**config.mk**
```make
export PLATFORM = sky130hd
export DESIGN_NAME = i2c_master_flow_status
export DESIGN_NICKNAME = d
export VERILOG_FILES = /design/src/i2c_master_flow_status.v /design/src/i2c_sync2.v
export VERILOG_INCLUDE_DIRS = /design/src
export SDC_FILE = /design/constraint.sdc
export NUM_CORES = 1
export LEC_CHECK = 0
export ABC_AREA = 1
export BUFFER_PORTS_ARGS = -buffer_cell sky130_fd_sc_hd__buf_4
export CAP_MARGIN = 0
export CORE_MARGIN = 1.5
export CORE_UTILIZATION = 42
export CTS_BUF_LIST = sky130_fd_sc_hd__clkbuf_8
export DETAILED_ROUTE_END_ITERATION = 12
export GPL_ROUTABILITY_DRIVEN = 1
export GPL_TIMING_DRIVEN = 0
export PLACE_DENSITY_LB_ADDON = 0.25
export SYNTH_ARGS = -nofsm -noshare
export SYNTH_HDL_FRONTEND = slang
export SYNTH_SLANG_ARGS = --single-unit
```
**constraint.sdc**
```tcl
create_clock -name aclk -period 2.14 [get_ports aclk]
set_clock_uncertainty 0.2 [all_clocks]
set_input_delay 0.107 -clock aclk [delete_from_list [all_inputs] [get_ports aclk]]
set_output_delay 0.107 -clock aclk [all_outputs]
set_load 0.01 [all_outputs]
```
**src/i2c_flow_consts.vh**
```
// Purpose: constants of the I2C master flow and status block
// Assumes: AXI4-Lite byte addresses, 32-bit data
// Notes: definitions only
`ifndef I2C_FLOW_CONSTS_VH
`define I2C_FLOW_CONSTS_VH
// Register byte addresses
`define ADDR_DATA 4'h0
`define ADDR_CTRL 4'h4
`define ADDR_STATUS 4'h8
`define ADDR_IRQ_STAT 4'hc
// Status bit positions
`define ST_ACK 5
`define ST_TENB 4
`define ST_RD 3
`define ST_ADDR 2
`define ST_DATA 1
`define ST_NACK 0
// Control bit positions
`define CT_EN 0
`define CT_START 1
`define CT_STOP 2
`define CT_FLUSH 3
`define CT_TXIE 4
`define CT_RXIE 5
`define CT_NACKIE 6
// Reset values
`define CTRL_RST 8'h00
`define STATUS_RST 8'h00
// Phase length of the bit clock in cycles, three phases per bit (SCL about 66 kHz at 25 MHz)
`define HALF_BIT 8'd125
// Ten-bit address prefix
`define TEN_BIT_PREFIX 5'h1e
`endif

```
**src/i2c_master_flow_status.v**
```verilog
// Purpose: I2C master byte flow, pause before acknowledge, NACK handling, status flags
// Assumes: AXI4-Lite slave, 25 MHz aclk, open-drain SCL and SDA as in/out/oe triples
// Notes: read and write transfers in this block; received data latched to the data read port
// Summary of operation
// - On a write the master holds at the start of the acknowledge cycle while the transmit buffer is empty.
// - A late next byte makes the acknowledge clock of the previous byte go out just before its data clocks.
// - With start or stop requested the master never holds before the acknowledge cycle.
// - A NACK on address or data of a write sets the NACK flag and stalls until start or stop is requested.
// - Transmit empty, receive full and NACK flags each can raise the interrupt.
// - Status bit 5 reads 1 when the last byte was acknowledged.
// - The acknowledge bit clears with enable low or on a NACK and survives starts and reads.
// - While held before an acknowledge the acknowledge bit waits for the next byte and that acknowledge.
// - Status bit 4 sets after start with address prefix 11110 and clears after the first address byte.
// - Status bit 3 is the read direction taken from the transmit buffer lsb at start.
// - Status bit 2 is high while the address byte shifts out.
// - Status bit 1 is high while a data byte shifts.
// - Status bit 0 rises on a NACK received with neither start nor stop active.
// - The NACK flag clears only when software sets start or stop.
// - No start condition goes out until start is requested and a byte is loaded.
//
// Implementation choices: the register offsets and register access over AXI4-Lite.
`timescale 1ns/1ps
`include "i2c_flow_consts.vh"
module i2c_master_flow_status (
   input wire aclk,
   input wire aresetn,
   input wire [3:0] s_axi_awaddr,
   input wire s_axi_awvalid,
   output reg s_axi_awready,
   input wire [31:0] s_axi_wdata,
   input wire [3:0] s_axi_wstrb,
   input wire s_axi_wvalid,
   output reg s_axi_wready,
   output reg [1:0] s_axi_bresp,
   output reg s_axi_bvalid,
   input wire s_axi_bready,
   input wire [3:0] s_axi_araddr,
   input wire s_axi_arvalid,
   output reg s_axi_arready,
   output reg [31:0] s_axi_rdata,
   output reg [1:0] s_axi_rresp,
   output reg s_axi_rvalid,
   input wire s_axi_rready,
   input wire scl_in,
   output reg scl_out,
   output reg scl_oe,
   input wire sda_in,
   output reg sda_out,
   output reg sda_oe,
   output reg irq
);
   // Sequencer states
   localparam S_IDLE = 3'd0;
   localparam S_START = 3'd1;
   localparam S_BITS = 3'd2;
   localparam S_HOLD = 3'd3;
   localparam S_ACK = 3'd4;
   localparam S_NSTALL = 3'd5;
   localparam S_STOP = 3'd6;

   // Register decode used by read and write paths
   function is_reg;
      input [3:0] a;
      begin
         is_reg = (a == `ADDR_DATA) || (a == `ADDR_CTRL) || (a == `ADDR_STATUS) || (a == `ADDR_IRQ_STAT);
      end
   endfunction

   wire sda_s;
   wire scl_s;
   reg [7:0] ctrl_r;
   reg [7:0] txbuf_r;
   reg [7:0] rxbuf_r;
   reg [7:0] shift_r;
   reg tx_empty_r;
   reg rx_full_r;
   reg ack_r;
   reg tenb_r;
   reg rd_r;
   reg addr_ph_r;
   reg data_ph_r;
   reg nack_r;
   reg first_r;
   reg [2:0] state_r;
   reg [3:0] bit_r;
   reg [7:0] tick_r;
   reg [1:0] phase_r;
   reg aw_hold_r;
   reg w_hold_r;
   reg [3:0] awaddr_r;
   reg [31:0] wdata_r;
   reg [3:0] wstrb_r;

   i2c_sync2 u_sync_sda (.aclk(aclk), .aresetn(aresetn), .din(sda_in), .dout(sda_s));
   i2c_sync2 u_sync_scl (.aclk(aclk), .aresetn(aresetn), .din(scl_in), .dout(scl_s));

   wire en = ctrl_r[`CT_EN];
   wire start_req = ctrl_r[`CT_START];
   wire stop_req = ctrl_r[`CT_STOP];
   wire tick = (tick_r == `HALF_BIT);
   wire do_write = aw_hold_r && w_hold_r && !s_axi_bvalid;
   wire wr_ctrl = do_write && awaddr_r == `ADDR_CTRL && wstrb_r[0];
   wire wr_data = do_write && awaddr_r == `ADDR_DATA && wstrb_r[0];
   wire wr_irq = do_write && awaddr_r == `ADDR_IRQ_STAT && wstrb_r[0];
   wire [7:0] status = {2'b00, ack_r, tenb_r, rd_r, addr_ph_r, data_ph_r, nack_r};
   wire [2:0] irq_src = {nack_r, rx_full_r, tx_empty_r};
   wire [2:0] irq_en = {ctrl_r[`CT_NACKIE], ctrl_r[`CT_RXIE], ctrl_r[`CT_TXIE]};
   wire ack_seen = !sda_s;

   // AXI write channel capture, address and data in either order
   always @(posedge aclk) begin
      if (!aresetn) begin
         aw_hold_r <= 1'b0;
         w_hold_r <= 1'b0;
         awaddr_r <= 4'h0;
         wdata_r <= 32'h00000000;
         wstrb_r <= 4'h0;
         s_axi_awready <= 1'b0;
         s_axi_wready <= 1'b0;
         s_axi_bvalid <= 1'b0;
         s_axi_bresp <= 2'b00;
      end else begin
         s_axi_awready <= !aw_hold_r && !s_axi_awready && s_axi_awvalid;
         s_axi_wready <= !w_hold_r && !s_axi_wready && s_axi_wvalid;
         if (s_axi_awvalid && s_axi_awready) begin
            aw_hold_r <= 1'b1;
            awaddr_r <= {s_axi_awaddr[3:2], 2'b00};
         end
         if (s_axi_wvalid && s_axi_wready) begin
            w_hold_r <= 1'b1;
            wdata_r <= s_axi_wdata;
            wstrb_r <= s_axi_wstrb;
         end
         if (do_write) begin
            aw_hold_r <= 1'b0;
            w_hold_r <= 1'b0;
            s_axi_bvalid <= 1'b1;
            s_axi_bresp <= (is_reg(awaddr_r) && awaddr_r != `ADDR_STATUS) ? 2'b00 : 2'b10;
         end else if (s_axi_bvalid && s_axi_bready) begin
            s_axi_bvalid <= 1'b0;
         end
      end
   end

   // AXI read channel, one read at a time
   always @(posedge aclk) begin
      if (!aresetn) begin
         s_axi_arready <= 1'b0;
         s_axi_rvalid <= 1'b0;
         s_axi_rdata <= 32'h00000000;
         s_axi_rresp <= 2'b00;
      end else begin
         s_axi_arready <= !s_axi_arready && !s_axi_rvalid && s_axi_arvalid;
         if (s_axi_arvalid && s_axi_arready) begin
            s_axi_rvalid <= 1'b1;
            s_axi_rresp <= is_reg({s_axi_araddr[3:2], 2'b00}) ? 2'b00 : 2'b10;
            case ({s_axi_araddr[3:2], 2'b00})
               `ADDR_DATA: s_axi_rdata <= {24'h000000, rxbuf_r};
               `ADDR_CTRL: s_axi_rdata <= {24'h000000, ctrl_r};
               `ADDR_STATUS: s_axi_rdata <= {24'h000000, status}; // Reads leave ack untouched
               `ADDR_IRQ_STAT: s_axi_rdata <= {29'h00000000, irq_src};
               default: s_axi_rdata <= 32'h00000000;
            endcase
         end else if (s_axi_rvalid && s_axi_rready) begin
            s_axi_rvalid <= 1'b0;
         end
      end
   end

   // Interrupt output, level from enabled flags
   always @(posedge aclk) begin
      if (!aresetn) begin
         irq <= 1'b0;
      end else begin
         irq <= |(irq_src & irq_en);
      end
   end

   // Bit timing divider, paused while a released clock still reads low
   always @(posedge aclk) begin
      if (!aresetn || state_r == S_IDLE || state_r == S_HOLD || state_r == S_NSTALL || tick ||
          (phase_r == 2'b10 && !scl_s)) begin
         tick_r <= 8'h00;
      end else begin
         tick_r <= tick_r + 8'h01;
      end
   end

   // Transaction sequencer, control and status
   always @(posedge aclk) begin
      if (!aresetn) begin
         ctrl_r <= `CTRL_RST;
         txbuf_r <= 8'h00;
         rxbuf_r <= 8'h00;
         shift_r <= 8'h00;
         tx_empty_r <= 1'b1;
         rx_full_r <= 1'b0;
         ack_r <= 1'b0;
         tenb_r <= 1'b0;
         rd_r <= 1'b0;
         addr_ph_r <= 1'b0;
         data_ph_r <= 1'b0;
         nack_r <= 1'b0;
         first_r <= 1'b0;
         state_r <= S_IDLE;
         bit_r <= 4'h0;
         phase_r <= 2'b00;
         scl_out <= 1'b0;
         scl_oe <= 1'b0;
         sda_out <= 1'b0;
         sda_oe <= 1'b0;
      end else begin
         if (wr_ctrl) begin
            ctrl_r <= wdata_r[7:0] & 8'hf7;
            if (wdata_r[`CT_START] || wdata_r[`CT_STOP]) begin
               nack_r <= 1'b0; // Only start or stop clears it
            end
            if (wdata_r[`CT_FLUSH]) begin
               tx_empty_r <= 1'b1; // Discard stale byte
            end
         end
         if (wr_data) begin
            txbuf_r <= wdata_r[7:0];
            tx_empty_r <= 1'b0;
         end
         if (wr_irq && wdata_r[1]) begin
            rx_full_r <= 1'b0;
         end
         if (!en) begin
            ack_r <= 1'b0;
            state_r <= S_IDLE;
            scl_oe <= 1'b0;
            sda_oe <= 1'b0;
            addr_ph_r <= 1'b0;
            data_ph_r <= 1'b0;
         end else begin
            case (state_r)
               S_IDLE: begin
                  scl_oe <= 1'b0;
                  sda_oe <= 1'b0;
                  if (start_req && !tx_empty_r && !wr_data && !(wr_ctrl && wdata_r[`CT_FLUSH])) begin
                     shift_r <= txbuf_r;
                     tx_empty_r <= 1'b1;
                     rd_r <= txbuf_r[0];
                     tenb_r <= (txbuf_r[7:3] == `TEN_BIT_PREFIX);
                     ctrl_r[`CT_START] <= 1'b0;
                     first_r <= 1'b1;
                     sda_oe <= 1'b1; // Data low while clock high
                     state_r <= S_START;
                  end else if (stop_req) begin
                     ctrl_r[`CT_STOP] <= 1'b0;
                  end
               end
               S_START: begin
                  if (tick) begin
                     scl_oe <= 1'b1;
                     addr_ph_r <= 1'b1;
                     bit_r <= 4'h0;
                     phase_r <= 2'b00;
                     state_r <= S_BITS;
                  end
               end
               S_BITS: begin
                  if (tick) begin
                     phase_r <= phase_r + 2'b01;
                     if (phase_r == 2'b00) begin
                        // Present bit while clock low
                        sda_oe <= (rd_r && !addr_ph_r) ? 1'b0 : !shift_r[7];
                     end else if (phase_r == 2'b01) begin
                        scl_oe <= 1'b0;
                     end else begin
                        scl_oe <= 1'b1;
                        phase_r <= 2'b00;
                        shift_r <= {shift_r[6:0], sda_s};
                        bit_r <= bit_r + 4'h1;
                        if (bit_r == 4'h7) begin
                           addr_ph_r <= 1'b0;
                           data_ph_r <= 1'b0;
                           if (first_r) begin
                              tenb_r <= 1'b0;
                           end
                           // Write pauses ahead of acknowledge unless start or stop pending
                           if (!rd_r && tx_empty_r && !start_req && !stop_req) begin
                              state_r <= S_HOLD;
                           end else begin
                              state_r <= S_ACK;
                           end
                        end
                     end
                  end
               end
               S_HOLD: begin
                  scl_oe <= 1'b1;
                  if (!tx_empty_r || start_req || stop_req) begin
                     state_r <= S_ACK; // Acknowledge clock leads next byte
                  end
               end
               S_ACK: begin
                  if (tick) begin
                     phase_r <= phase_r + 2'b01;
                     if (phase_r == 2'b00) begin
                        sda_oe <= (rd_r && !first_r) ? !(stop_req || start_req) : 1'b0;
                     end else if (phase_r == 2'b01) begin
                        scl_oe <= 1'b0;
                     end else begin
                        scl_oe <= 1'b1;
                        phase_r <= 2'b00;
                        bit_r <= 4'h0;
                        first_r <= 1'b0;
                        if (rd_r && !first_r) begin
                           rxbuf_r <= shift_r;
                           rx_full_r <= 1'b1;
                        end
                        ack_r <= (rd_r && !first_r) ? !(stop_req || start_req) : ack_seen;
                        if (!ack_seen && !(rd_r && !first_r) && !start_req && !stop_req) begin
                           nack_r <= 1'b1;
                           state_r <= S_NSTALL;
                        end else if ((rd_r && !first_r) && (start_req || stop_req)) begin
                           nack_r <= !start_req && !stop_req;
                           state_r <= S_STOP;
                        end else if (start_req || stop_req) begin
                           state_r <= S_STOP;
                        end else if (rd_r) begin
                           data_ph_r <= 1'b1;
                           state_r <= S_BITS;
                        end else begin
                           shift_r <= txbuf_r;
                           tx_empty_r <= 1'b1;
                           data_ph_r <= 1'b1;
                           state_r <= S_BITS;
                        end
                     end
                  end
               end
               S_NSTALL: begin
                  scl_oe <= 1'b1;
                  if (start_req || stop_req) begin
                     state_r <= S_STOP;
                  end
               end
               S_STOP: begin
                  if (tick) begin
                     phase_r <= phase_r + 2'b01;
                     if (phase_r == 2'b00) begin
                        sda_oe <= !start_req; // Restart leaves data high for the next start
                     end else if (phase_r == 2'b01) begin
                        scl_oe <= 1'b0;
                     end else begin
                        phase_r <= 2'b00;
                        sda_oe <= 1'b0; // Data rises with clock high, or stays high before a restart
                        ctrl_r[`CT_STOP] <= 1'b0;
                        state_r <= S_IDLE;
                     end
                  end
               end
               default: state_r <= S_IDLE;
            endcase
         end
      end
   end
endmodule // i2c_master_flow_status

```
**src/i2c_sync2.v**
```verilog
// Purpose: two flip-flop synchroniser for a pin input
// Assumes: aclk domain, synchronous active-low reset
// Notes: first stage read only by the second
`timescale 1ns/1ps
module i2c_sync2 (
   input wire aclk,
   input wire aresetn,
   input wire din,
   output reg dout
);
   reg meta_r;
   // Two stages, idle high like the bus
   always @(posedge aclk) begin
      if (!aresetn) begin
         meta_r <= 1'b1;
         dout <= 1'b1;
      end else begin
         meta_r <= din;
         dout <= meta_r;
      end
   end
endmodule // i2c_sync2

```
* After elaboration in Yosys (flattened, before gate mapping)
Cells that the tools add are included.
Cells by class: add/sub/neg operators 3, equal/unequal tests 44, muxes and demuxes 133, bitwise logic cells 4, reductions and logical operators 106
Operator list (number):
- case mux 32 bit (4 select lines) | 1
- 2-to-1 mux 8 bit | 11
- 2-to-1 mux 1 bit | 76
- 2-to-1 mux 3 bit | 19
- != test 2 bit (second input constant) | 21
- logical AND 1 bit | 36
- 2-to-1 mux 4 bit | 7
- case mux 8 bit (3 select lines) | 1
- logical NOT 1 bit | 21
- case mux 3 bit (7 select lines) | 1
- AND reduction 6 bit | 3
- logical OR 1 bit | 15
- 2-to-1 mux 2 bit | 7
- AND reduction 14 bit | 1
- AND reduction 7 bit | 2
- nonzero test 2 bit | 7
- AND reduction 13 bit | 1
- case mux 1 bit (2 select lines) | 6
- case mux 4 bit (3 select lines) | 1
- AND reduction 11 bit | 1
- equality test 2 bit (second input constant) | 5
- != test 2 x 1 -> 1 bit (second input constant) | 5
- equality test 3 bit (second input constant) | 3
- AND reduction 9 bit | 1
- 27 further kinds | 38
Storage, ports and cells: register bits after elaboration 118, bits of input ports 53, output and inout bits 46, logic and storage cells 328

* Depth between registers and ports, before layout
Gate-level depths: netlist of the first run.
depth in word-level cells 15, mapped depth 12, mapped depth without buffers 12

* Cells and area by module
A second synthesis of the first run with hierarchy kept.
Second synthesis, totals: cells, all modules 684, area, all modules 4722.0 um2
By module, submodules not included:
- i2c_master_flow_status | times used 1, cells an instance 672, area an instance 4611.9 um2
- i2c_sync2 | times used 2, cells an instance 6, area an instance 55.1 um2

* Worst setup path after synthesis of the first run
Ideal clock, no wire load.
kind reg2reg, from register tick_r[0], to register shift_r[4], setup time 0.110 ns, data arrival time 1.335 ns, path slack 0.495 ns, cell stages (with the launch flop) 11, period minus slack after synthesis 1.645 ns, cell sequence dfxtp_1 ha_1 inv_1 nor2_2 nand2_2 nand2_1 nand3_2 nor2_4 nand3_1 nand2_1 nor2_2
Between the ends: cells in the longest elaborated chain, start to end 3, elaborated cells between the ends (all ways) 4, those cells by class eq/ne (3); reduce/logical (1)
Ends and longest elaborated chain:
- start: declaration | RTL line i2c_master_flow_status.v:86 | reg [7:0] tick_r;
- start signal: assignment | RTL line i2c_master_flow_status.v:185 | tick_r <= tick_r + 8'h01;
- equality test 8 x 7 -> 1 bit (no source line) (*)
- != test 2 bit (no source line)
- AND reduction 13 bit (no source line) (*)
- end signal: assignment | RTL line i2c_master_flow_status.v:242 | shift_r <= txbuf_r;
- end signal: assignment | RTL line i2c_master_flow_status.v:274 | shift_r <= {shift_r[6:0], sda_s};
- end signal: assignment | RTL line i2c_master_flow_status.v:327 | shift_r <= txbuf_r;
- end: declaration | RTL line i2c_master_flow_status.v:74 | reg [7:0] shift_r;
Every way passes the cells marked *; elsewhere a longest branch is shown, timed or not. A chain may end at the register's enable or synchronous reset.

* Worst setup path in the final report of the first run
Ends and elaborated chain as after synthesis.

==> results of run 1 <==
-- through the flow --
stage	area, um^2	util	power [uW]
global placement	5410	0.478	2020
floorplan	4940	-	1940
finish	5850	0.517	3310
detailed placement	5410	0.478	2020
CTS	5850	0.516	3350
global route	5850	0.517	3440
-- cell families (layout without fill, tap and decap cells) --
logic type | Yosys count | after routing | share of synthesized area
compound gates | 126 | 126 | 0.143
buf+inv | 147 | 223 | 0.149
simple gates | 311 | 311 | 0.314
fa+ha+maj | 3 | 3 | 0.00775
xor+xnor | 3 | 3 | 0.00543
other cells | 1 | 28 | 0.000774
flops | 92 | 92 | 0.380
-- cell type report --
cell class	instances	area [um^2]	share of cell area
plain buffers	48	352	0.0601
clock buffers	11	151	0.0259
clock inverters	5	65.1	0.0111
inverters	99	372	0.0635
multi-input cells	471	2380	0.407
flip-flops and latches	92	1840	0.315
well taps	143	179	0.0306
repair buffers	60	505	0.0864
-- sequential cells by signal (all words and copies together), names as in the netlist, 2 cells and up --
name / count
rxbuf_r: 8
s_axi_rdata: 8
shift_r: 8
tick_r: 8
txbuf_r: 8
wdata_r: 8
ctrl_r: 7
bit_r: 4
state_r: 3
awaddr_r: 2
phase_r: 2
-- power breakdown --
| part | internal (uW) | total (uW) | switching (uW) |
|---|---|---|---|
| registers | 1740 | 1760 | 20.5 |
| logic | 128 | 256 | 128 |
| clock network | 617 | 1300 | 681 |
-- routing by layer --
layer / routed length (um) / global-route usage
met5: 0 / 0
met1: 6100 / 0.292
met4: 212 / 0.0668
met2: 5660 / 0.358
met3: 597 / 0.0412
-- cells in the final DEF (no fill, tap or decap), drive strengths merged, types with 4 or more instances in the layout --
cell type / synthesis / routed
dlygate4sd3: 0 / 22
o221ai: 4 / 4
inv: 98 / 100
clkbuf: 8 / 19
nand4: 7 / 7
conb: 1 / 28
o21ai: 57 / 57
nand2: 126 / 126
dfxtp: 92 / 92
or2: 7 / 7
a21oi: 48 / 48
nor2: 106 / 106
nand3: 55 / 55
nor3: 9 / 9
o211ai: 9 / 9
buf: 40 / 78
-- repair_timing --
action | CTS | global route
hold endpoints to repair | 25 | 0
hold buffers | 22 | 0
setup endpoints to repair | 0 | 3
gates resized for setup | 0 | 1
buffers inserted | 0 | 0
-- worst paths after layout --
check	from	endpoint	cells after the start
hold / removal	u_sync_sda.meta_r$_SDFF_PN1_	u_sync_sda.dout$_SDFF_PN1_	1
setup reg to reg	tick_r[0]$_SDFF_PP0_	shift_r[4]$_SDFFE_PN0P_	10
setup / recovery	tick_r[0]$_SDFF_PP0_	shift_r[4]$_SDFFE_PN0P_	10
hold reg to reg	u_sync_sda.meta_r$_SDFF_PN1_	u_sync_sda.dout$_SDFF_PN1_	1
-- worst max-delay path, stage by stage, from the launching register on --
cell and delay (ns):
dfxtp_1 0.39, ha_1 0.16, inv_1 0.04, nor2_2 0.15, nand2_2 0.17, nand2_1 0.15
nand3_2 0.13, nor2_4 0.24, nand3_1 0.10, nand2_1 0.09, nor2_2 0.03
==> summary.txt, run 1 <==
Layout
  – NumNets Final: roughly 840
  – Layout cells sized above 1: 0.186
  – Layout fillers: 1,124
  – Diodes inserted: 0
  – Layout area overhead: 20.8%
  – Post-Layout Cell Count: 929

Clock tree
  – CTS sink count: between 90 and 100
  – Clock-pin slew on the worst setup and hold paths: approximately 0.10 ns
  – H-Tree Depth: 3
  – Worst-case clock buffer depth: 2
  – Worst skew pair latency: 0.37 ns
  – CTS Buf Count: 9
  – TritonCTS clock tree: done
  – CTS Root Cell: clkbuf_8

STA
  – Minimum clock period: 1.95 ns
  – # setup viols final: 0
  – Worst slew pin tran: around 0.63 ns
  – Max_slew headroom: 0.578
  – RSZ-0062 raised after global routing: no
  – Final Worst Setup Slack: about 0.19 ns
  – Highest clock rate: between 0.5 and 0.6 GHz
  – Final hold violations: 0
  – Period utilisation layout: 0.912
  – Hold slack: around 0.22 ns
  – Max-slew violations: 0
  – Setup TNS: 0 ns

Place
  – Placer congestion estimate: roughly 0.95
  – Inst Count DP: just under 900
  – Port bufs: 38
  – Final HPWL DP: 9.45 mm
  – Placement Setup Slack: 0.217 ns

Drt
  – Final wirelength: approximately 13 mm
  – First-pass DRT Iterations: 5
  – Remaining antenna violation count: 0
  – DR DRC count: 0
  – Drt wl/cell: 13.5 um
  – Vias post-DR: around 4,500
  – Via-per-instance ratio: between 4 and 5
  – DR iter-0 viols: around 230

Die
  – Initial core utilization: 0.428
  – Site Rows: 39
  – Die W: roughly 110 um
  – Die H: around 110 um
  – I/O pin count: 99
  – Core footprint: ~11,000 um^2
  – Die Area: roughly 12,000 um^2

Power
  – Peak VDD IR: approximately 0.54 mV
  – Leakage: 0.00261 uW
  – Power per cell area: ~570 nW/um^2

Synth
  – Part of the Yosys area used for sequential elements: 0.380
  – Mapped Cells: between 600 and 700
  – EDFF count, synth: 0
  – Synth Warn #: 0
  – Synth area leader: dfxtp_1
  – Synth area leaders: dfxtp_1 (38%), nand2_1 (8.9%), inv_1 (7.2%)
  – Top-area cell type share of the netlist area: 0.380
  – Post-Syn Area: between 4000 and 5000 um^2
  – Netlist cell types: 38
  – Commonest cells in the synthesized netlist: nand2_1 (115), inv_1 (93), dfxtp_1 (92)
  – Asr flop ratio synth: 0
  – Yosys reg bits: between 90 and 100
  – Most frequent cell after synthesis: nand2_1
  – Synth Flop Type: dfxtp_1
  – Synthesized area per cell: 7.09 um^2

Global route
  – Total gr overflow: 0
  – Pin count of the biggest net entering global routing: 17
  – Initial antenna violation count: 0
  – Gr usage total: 0.219
  – Vias in the first global route: 4,188
  – Wire length of the first global-routing pass: roughly 20 mm

Setup path
  – CP Capture Type: flop
  – Critical Path RT: about 2.2 ns
  – Worst setup SP type: flop
  – Crit path kind: reg -> reg
  – Worst reg2reg setup slack: 0.19 ns
  – CP max FO: 9
  – Worst path arrival time: between 2 and 2.5 ns

Min path
  – Hold Crit Class: reg -> reg

Run status
  – Outcome: completed

Flow run
  – MaxCap Viol Count: 0
Power figures use the tool's default switching activity.
==> run 2, diff against run 1 <==
--- a/config.mk
+++ b/config.mk
@@ -16,6 +16,7 @@
 export GPL_ROUTABILITY_DRIVEN = 1
 export GPL_TIMING_DRIVEN = 0
 export PLACE_DENSITY_LB_ADDON = 0.25
+export RECOVER_POWER = 50
 export SYNTH_ARGS = -nofsm -noshare
 export SYNTH_HDL_FRONTEND = slang
 export SYNTH_SLANG_ARGS = --single-unit
==> summary.txt, run 2 (same netlist as run 1, synthesis figures left out) <==
Run status
  – Outcome: completed

Setup path
  – CP Capture Type: flop
  – Worst path arrival time: approximately 2.0 ns
  – Worst setup SP type: flop
  – RR Endpoint: shift_r[4]$_SDFFE_PN0P_
  – Worst r2r src: tick_r[0]$_SDFF_PP0_
  – R2R cell count: 10
  – Critical Path RT: 2.22 ns
  – CP max FO: 9
  – Worst reg2reg setup slack: 0.19 ns
  – Crit path kind: reg -> reg

Clock tree
  – CTS Buf Count: 9
  – Worst-case clock buffer depth: 2
  – CTS Root Cell: clkbuf_8
  – TritonCTS clock tree: done
  – Worst skew pair latency: between 0.3 and 0.4 ns
  – H-Tree Depth: 3
  – Clock-pin slew on the worst setup and hold paths: around 0.1 ns
  – CTS sink count: 92

Flow run
  – MaxCap Viol Count: 0

STA
  – Setup TNS: 0 ns
  – RSZ-0062 raised after global routing: no
  – Final hold violations: 0
  – Max-slew violations: 0
  – # setup viols final: 0
  – Highest clock rate: between 0.5 and 0.6 GHz
  – Max_slew headroom: 0.578
  – Worst slew pin tran: 0.632 ns
  – Minimum clock period: between 1.5 and 2 ns
  – Period utilisation layout: 0.913

Die
  – Die W: 110 um
  – Die Area: about 12,000 um^2
  – I/O pin count: slightly below 100
  – Initial core utilization: 0.428
  – Site Rows: 39
  – Die H: approximately 110 um
  – Core footprint: around 11,000 um^2

Min path
  – Worst Hold Path EP: u_sync_sda.dout$_SDFF_PN1_
  – Hold Crit Class: reg -> reg
  – Min-delay src: u_sync_sda.meta_r$_SDFF_PN1_
  – Hold Path Depth: 1

Drt
  – Vias post-DR: between 4,000 and 5,000
  – DR iter-0 viols: ~210
  – Via-per-instance ratio: a little under 5
  – Remaining antenna violation count: 0
  – Final wirelength: about 13 mm
  – DR DRC count: 0
  – First-pass DRT Iterations: 4
  – Drt wl/cell: about 14 um

Power
  – Power per cell area: between 500 and 600 nW/um^2
  – Peak VDD IR: between 0.5 and 0.6 mV
  – Leakage: approximately 0.0025 uW

Global route
  – Wire length of the first global-routing pass: 20.3 mm
  – Total gr overflow: 0
  – Pin count of the biggest net entering global routing: 17
  – Vias in the first global route: about 4,200
  – Gr usage total: 0.219
  – Initial antenna violation count: 0

Place
  – Final HPWL DP: around 9.5 mm
  – Placer congestion estimate: between 0.9 and 1
  – Post-Place Cell Area: between 5000 and 6000 um^2
  – Port bufs: 38

Layout
  – Final cell area excluding filler cells: approximately 5800 um^2
  – Layout fillers: approximately 1,100
  – Layout area overhead: 19.1%
  – Commonest non-fill, non-tap cells in the layout: nand2_1 (115), inv_1 (93), dfxtp_1 (92), nor2_1 (84), o21ai_0 (52)
  – NumNets Final: approximately 840
  – Most common cell after layout, fill and taps aside: nand2_1
  – Diodes inserted: 0
  – Layout cells sized above 1: 0.160
run 2: cell type report:
type	count	area, um^2	area share
inverters	99	372	0.0644
multi-input cells	471	2380	0.413
plain buffers	48	344	0.0596
clock inverters	5	65.1	0.0113
flip-flops and latches	92	1840	0.319
clock buffers	11	151	0.0262
repair buffers	60	434	0.0752
well taps	143	179	0.0310
run 2: where the power goes:
group / leakage (uW) / switching [uW] / total (uW) / internal, uW
clock: 0.000104 / 680 / 1300 / 617
combinational: 0.00168 / 128 / 245 / 117
sequential: 0.000745 / 20.2 / 1760 / 1740
total: 0.00252 / 828 / 3300 / 2470
run 2: worst max path at each step:
stage | cells after the start | endpoint | start
final | 10 | shift_r[4]$_SDFFE_PN0P_ | tick_r[0]$_SDFF_PP0_
after CTS | 10 | shift_r[4]$_SDFFE_PN0P_ | tick_r[0]$_SDFF_PP0_
after global placement | 8 | shift_r[3]$_SDFFE_PN0P_ | ctrl_r[1]$_SDFF_PN0_
after detailed placement | 10 | shift_r[4]$_SDFFE_PN0P_ | tick_r[0]$_SDFF_PP0_
after global routing | 10 | shift_r[4]$_SDFFE_PN0P_ | tick_r[0]$_SDFF_PP0_
after floorplan | 10 | shift_r[4]$_SDFFE_PN0P_ | tick_r[0]$_SDFF_PP0_
run 2: critical path: stages (launching register included):
cell and delay, ns:
dfxtp_1 0.39, ha_1 0.16, inv_1 0.04, nor2_2 0.15, nand2_2 0.17, nand2_1 0.15
nand3_2 0.13, nor2_4 0.24, nand3_1 0.10, nand2_1 0.09, nor2_2 0.04
run 2: through the flow:
step            util  setup slack [ns]  hold WS (ns)  cells  power [uW]
3_3_place_gp   0.478             0.221        0.0971    891        2020
2_1_floorplan      -             0.495        0.0136    710        1940
4_1_cts        0.516             0.192         0.224    929        3350
5_1_grt        0.510            0.0296         0.237    929        3430
3_5_place_dp   0.478             0.217        0.0997    891        2020
6_report       0.510             0.186         0.220    929        3300
run 2: metal layers:
metal  vias to the layer above  part of all wire  wire length [um]  global-route usage
met3                        18             0.046               582              0.0412
met4                         0             0.017               212              0.0668
met2                       111              0.45              5640               0.358
li1                       2325                 -                 -                   -
met1                      2103              0.49              6170               0.292
met5                         -                 0                 0                   0
run 2: repair_timing:
action                                  in CTS  in global routing
endpoints found under the setup margin       0                  3
hold buffers                                22                  0
endpoints found under the hold margin       25                  0
gates resized for setup                      0                  1
setup buffers                                0                  0
==> run 3, diff against run 2 <==
==> constraint.sdc (replaced) <==
create_clock -name aclk -period 2 [get_ports aclk]
set_clock_uncertainty 0.2 [all_clocks]
set_input_delay 0.1 -clock aclk [delete_from_list [all_inputs] [get_ports aclk]]
set_output_delay 0.1 -clock aclk [all_outputs]
set_load 0.01 [all_outputs]
==> summary.txt, run 3 (same netlist as run 1, synthesis figures left out) <==
Run status
  – Outcome: completed

STA
  – Highest clock rate: 0.538 GHz
  – Period utilisation layout: 0.929
  – Setup TNS: 0 ns
  – Max_slew headroom: 0.577
  – Final hold violations: 0
  – Worst slew pin tran: 0.633 ns
  – Minimum clock period: between 1.5 and 2 ns
  – # setup viols final: 0
  – Max-slew violations: 0
  – RSZ-0062 raised after global routing: no
  – Final Worst Setup Slack: 0.141 ns

Flow run
  – MaxCap Viol Count: 0

Setup path
  – Worst path arrival time: ~2 ns
  – R2R cell count: 10
  – Worst setup SP type: flop
  – CP max FO: 9
  – Worst r2r src: tick_r[0]$_SDFF_PP0_
  – Worst reg2reg setup slack: 0.14 ns
  – Critical Path RT: approximately 2.1 ns
  – Crit path kind: reg -> reg
  – RR Endpoint: shift_r[4]$_SDFFE_PN0P_
  – CP Capture Type: flop

Power
  – Peak VDD IR: 0.581 mV
  – Power per cell area: around 600 nW/um^2
  – Leakage: 0.00254 uW

Min path
  – Worst Hold Path EP: u_sync_sda.dout$_SDFF_PN1_
  – Min-delay src: u_sync_sda.meta_r$_SDFF_PN1_
  – Hold Crit Class: reg -> reg
  – Hold Path Depth: 1

Layout
  – Commonest non-fill, non-tap cells in the layout: nand2_1 (114), dfxtp_1 (92), inv_1 (91), nor2_1 (83), o21ai_0 (52)
  – Diodes inserted: 0
  – Layout cells sized above 1: 0.169
  – Most common cell after layout, fill and taps aside: nand2_1
  – Multi-input logic area: between 2000 and 2500 um^2
  – NumNets Final: 837
  – Final cell area excluding filler cells: just under 6000 um^2
  – Layout area overhead: 19.6%
  – Seq. cell area: approximately 1800 um^2
  – Layout fillers: between 1,000 and 1,500

Die
  – Die H: roughly 110 um
  – I/O pin count: 99
  – Die Area: 12,200 um^2
  – Site Rows: 39
  – Die W: about 110 um
  – Initial core utilization: 0.428
  – Core footprint: about 11,000 um^2

Clock tree
  – CTS sink count: roughly 90
  – H-Tree Depth: 3
  – Worst skew pair latency: roughly 0.38 ns
  – TritonCTS clock tree: done
  – CTS Buf Count: 9
  – Worst-case clock buffer depth: 2
  – Clock-pin slew on the worst setup and hold paths: approximately 0.10 ns
  – Setup bufs post-CTS: 0
  – CTS Root Cell: clkbuf_8

Global route
  – Pin count of the biggest net entering global routing: 17
  – Total gr overflow: 0
  – Wire length of the first global-routing pass: between 20 and 25 mm
  – Vias in the first global route: ~4,200
  – Gr usage total: 0.219
  – Initial antenna violation count: 0

Place
  – Port bufs: 38
  – Placer congestion estimate: about 0.95
  – Placement Setup Slack: 0.0768 ns
  – Post-Place Cell Area: 5410 um^2
  – Final HPWL DP: about 9.5 mm

Drt
  – Vias post-DR: between 4,000 and 5,000
  – DR DRC count: 0
  – Remaining antenna violation count: 0
  – First-pass DRT Iterations: 4
  – Via-per-instance ratio: 4.88
  – Final wirelength: between 10 and 15 mm
  – DR iter-0 viols: between 200 and 250
  – Drt wl/cell: between 10 and 15 um
-- run 3: how the worst max path moves through the flow --
stage / startpoint / end / slack [ns]
after global placement: ctrl_r[1]$_SDFF_PN0_ / shift_r[3]$_SDFFE_PN0P_ / 0.08
after global routing: phase_r[1]$_SDFFE_PN0P_ / state_r[1]$_SDFFE_PN0P_ / 0.008
final: tick_r[0]$_SDFF_PP0_ / shift_r[4]$_SDFFE_PN0P_ / 0.14
after CTS: tick_r[0]$_SDFF_PP0_ / shift_r[4]$_SDFFE_PN0P_ / 0.05
after floorplan: tick_r[0]$_SDFF_PP0_ / shift_r[4]$_SDFFE_PN0P_ / 0.36
after detailed placement: tick_r[0]$_SDFF_PP0_ / shift_r[4]$_SDFFE_PN0P_ / 0.08
-- run 3: layout make-up --
cell class,count,share of cell area
tap,143,0.0309
clock buffer,11,0.0261
inverter,99,0.0648
buffer,48,0.0607
multi-input combinational,471,0.413
clock inverter,5,0.0112
timing repair buffer,60,0.0750
sequential,92,0.318
-- run 3: worst max-delay path: stages, from the launching register on --
cell     delay [ns]
dfxtp_1        0.39
ha_1           0.16
inv_1          0.06
nor2_4         0.15
nand2_4        0.11
nand2_1        0.12
nand3_2        0.13
nor2_4         0.23
nand3_1        0.10
nand2_1        0.09
nor2_2         0.03
-- run 3: per-layer routing --
metal / wire length, um / track usage / vias up
li1: - / - / 2328
met1: 6070 / 0.292 / 2068
met2: 5650 / 0.358 / 122
met3: 605 / 0.0412 / 19
met4: 210 / 0.0668 / 0
met5: 0 / 0 / -
-- run 3: what timing repair did --
action,in CTS,in global routing
hold buffers,22,0
gates resized for setup,0,9
hold endpoints to repair,25,0
endpoints found under the setup margin,0,18
-- run 3: metrics by stage --
step | total power (uW) | std cells | utilization | hold slack (ns)
2_1_floorplan | 2080 | 710 | - | 0.00658
3_3_place_gp | 2160 | 891 | 0.478 | 0.0901
3_5_place_dp | 2160 | 891 | 0.478 | 0.0927
4_1_cts | 3580 | 929 | 0.516 | 0.224
5_1_grt | 3670 | 929 | 0.512 | 0.237
6_report | 3540 | 929 | 0.512 | 0.220
-- run 3: power by group --
part	internal [uW]	leakage, uW	switching, uW
Sequential	1860	0.000745	21.8
Combinational	127	0.00169	137
Clock	660	0.000104	734
Total	2650	0.00254	892
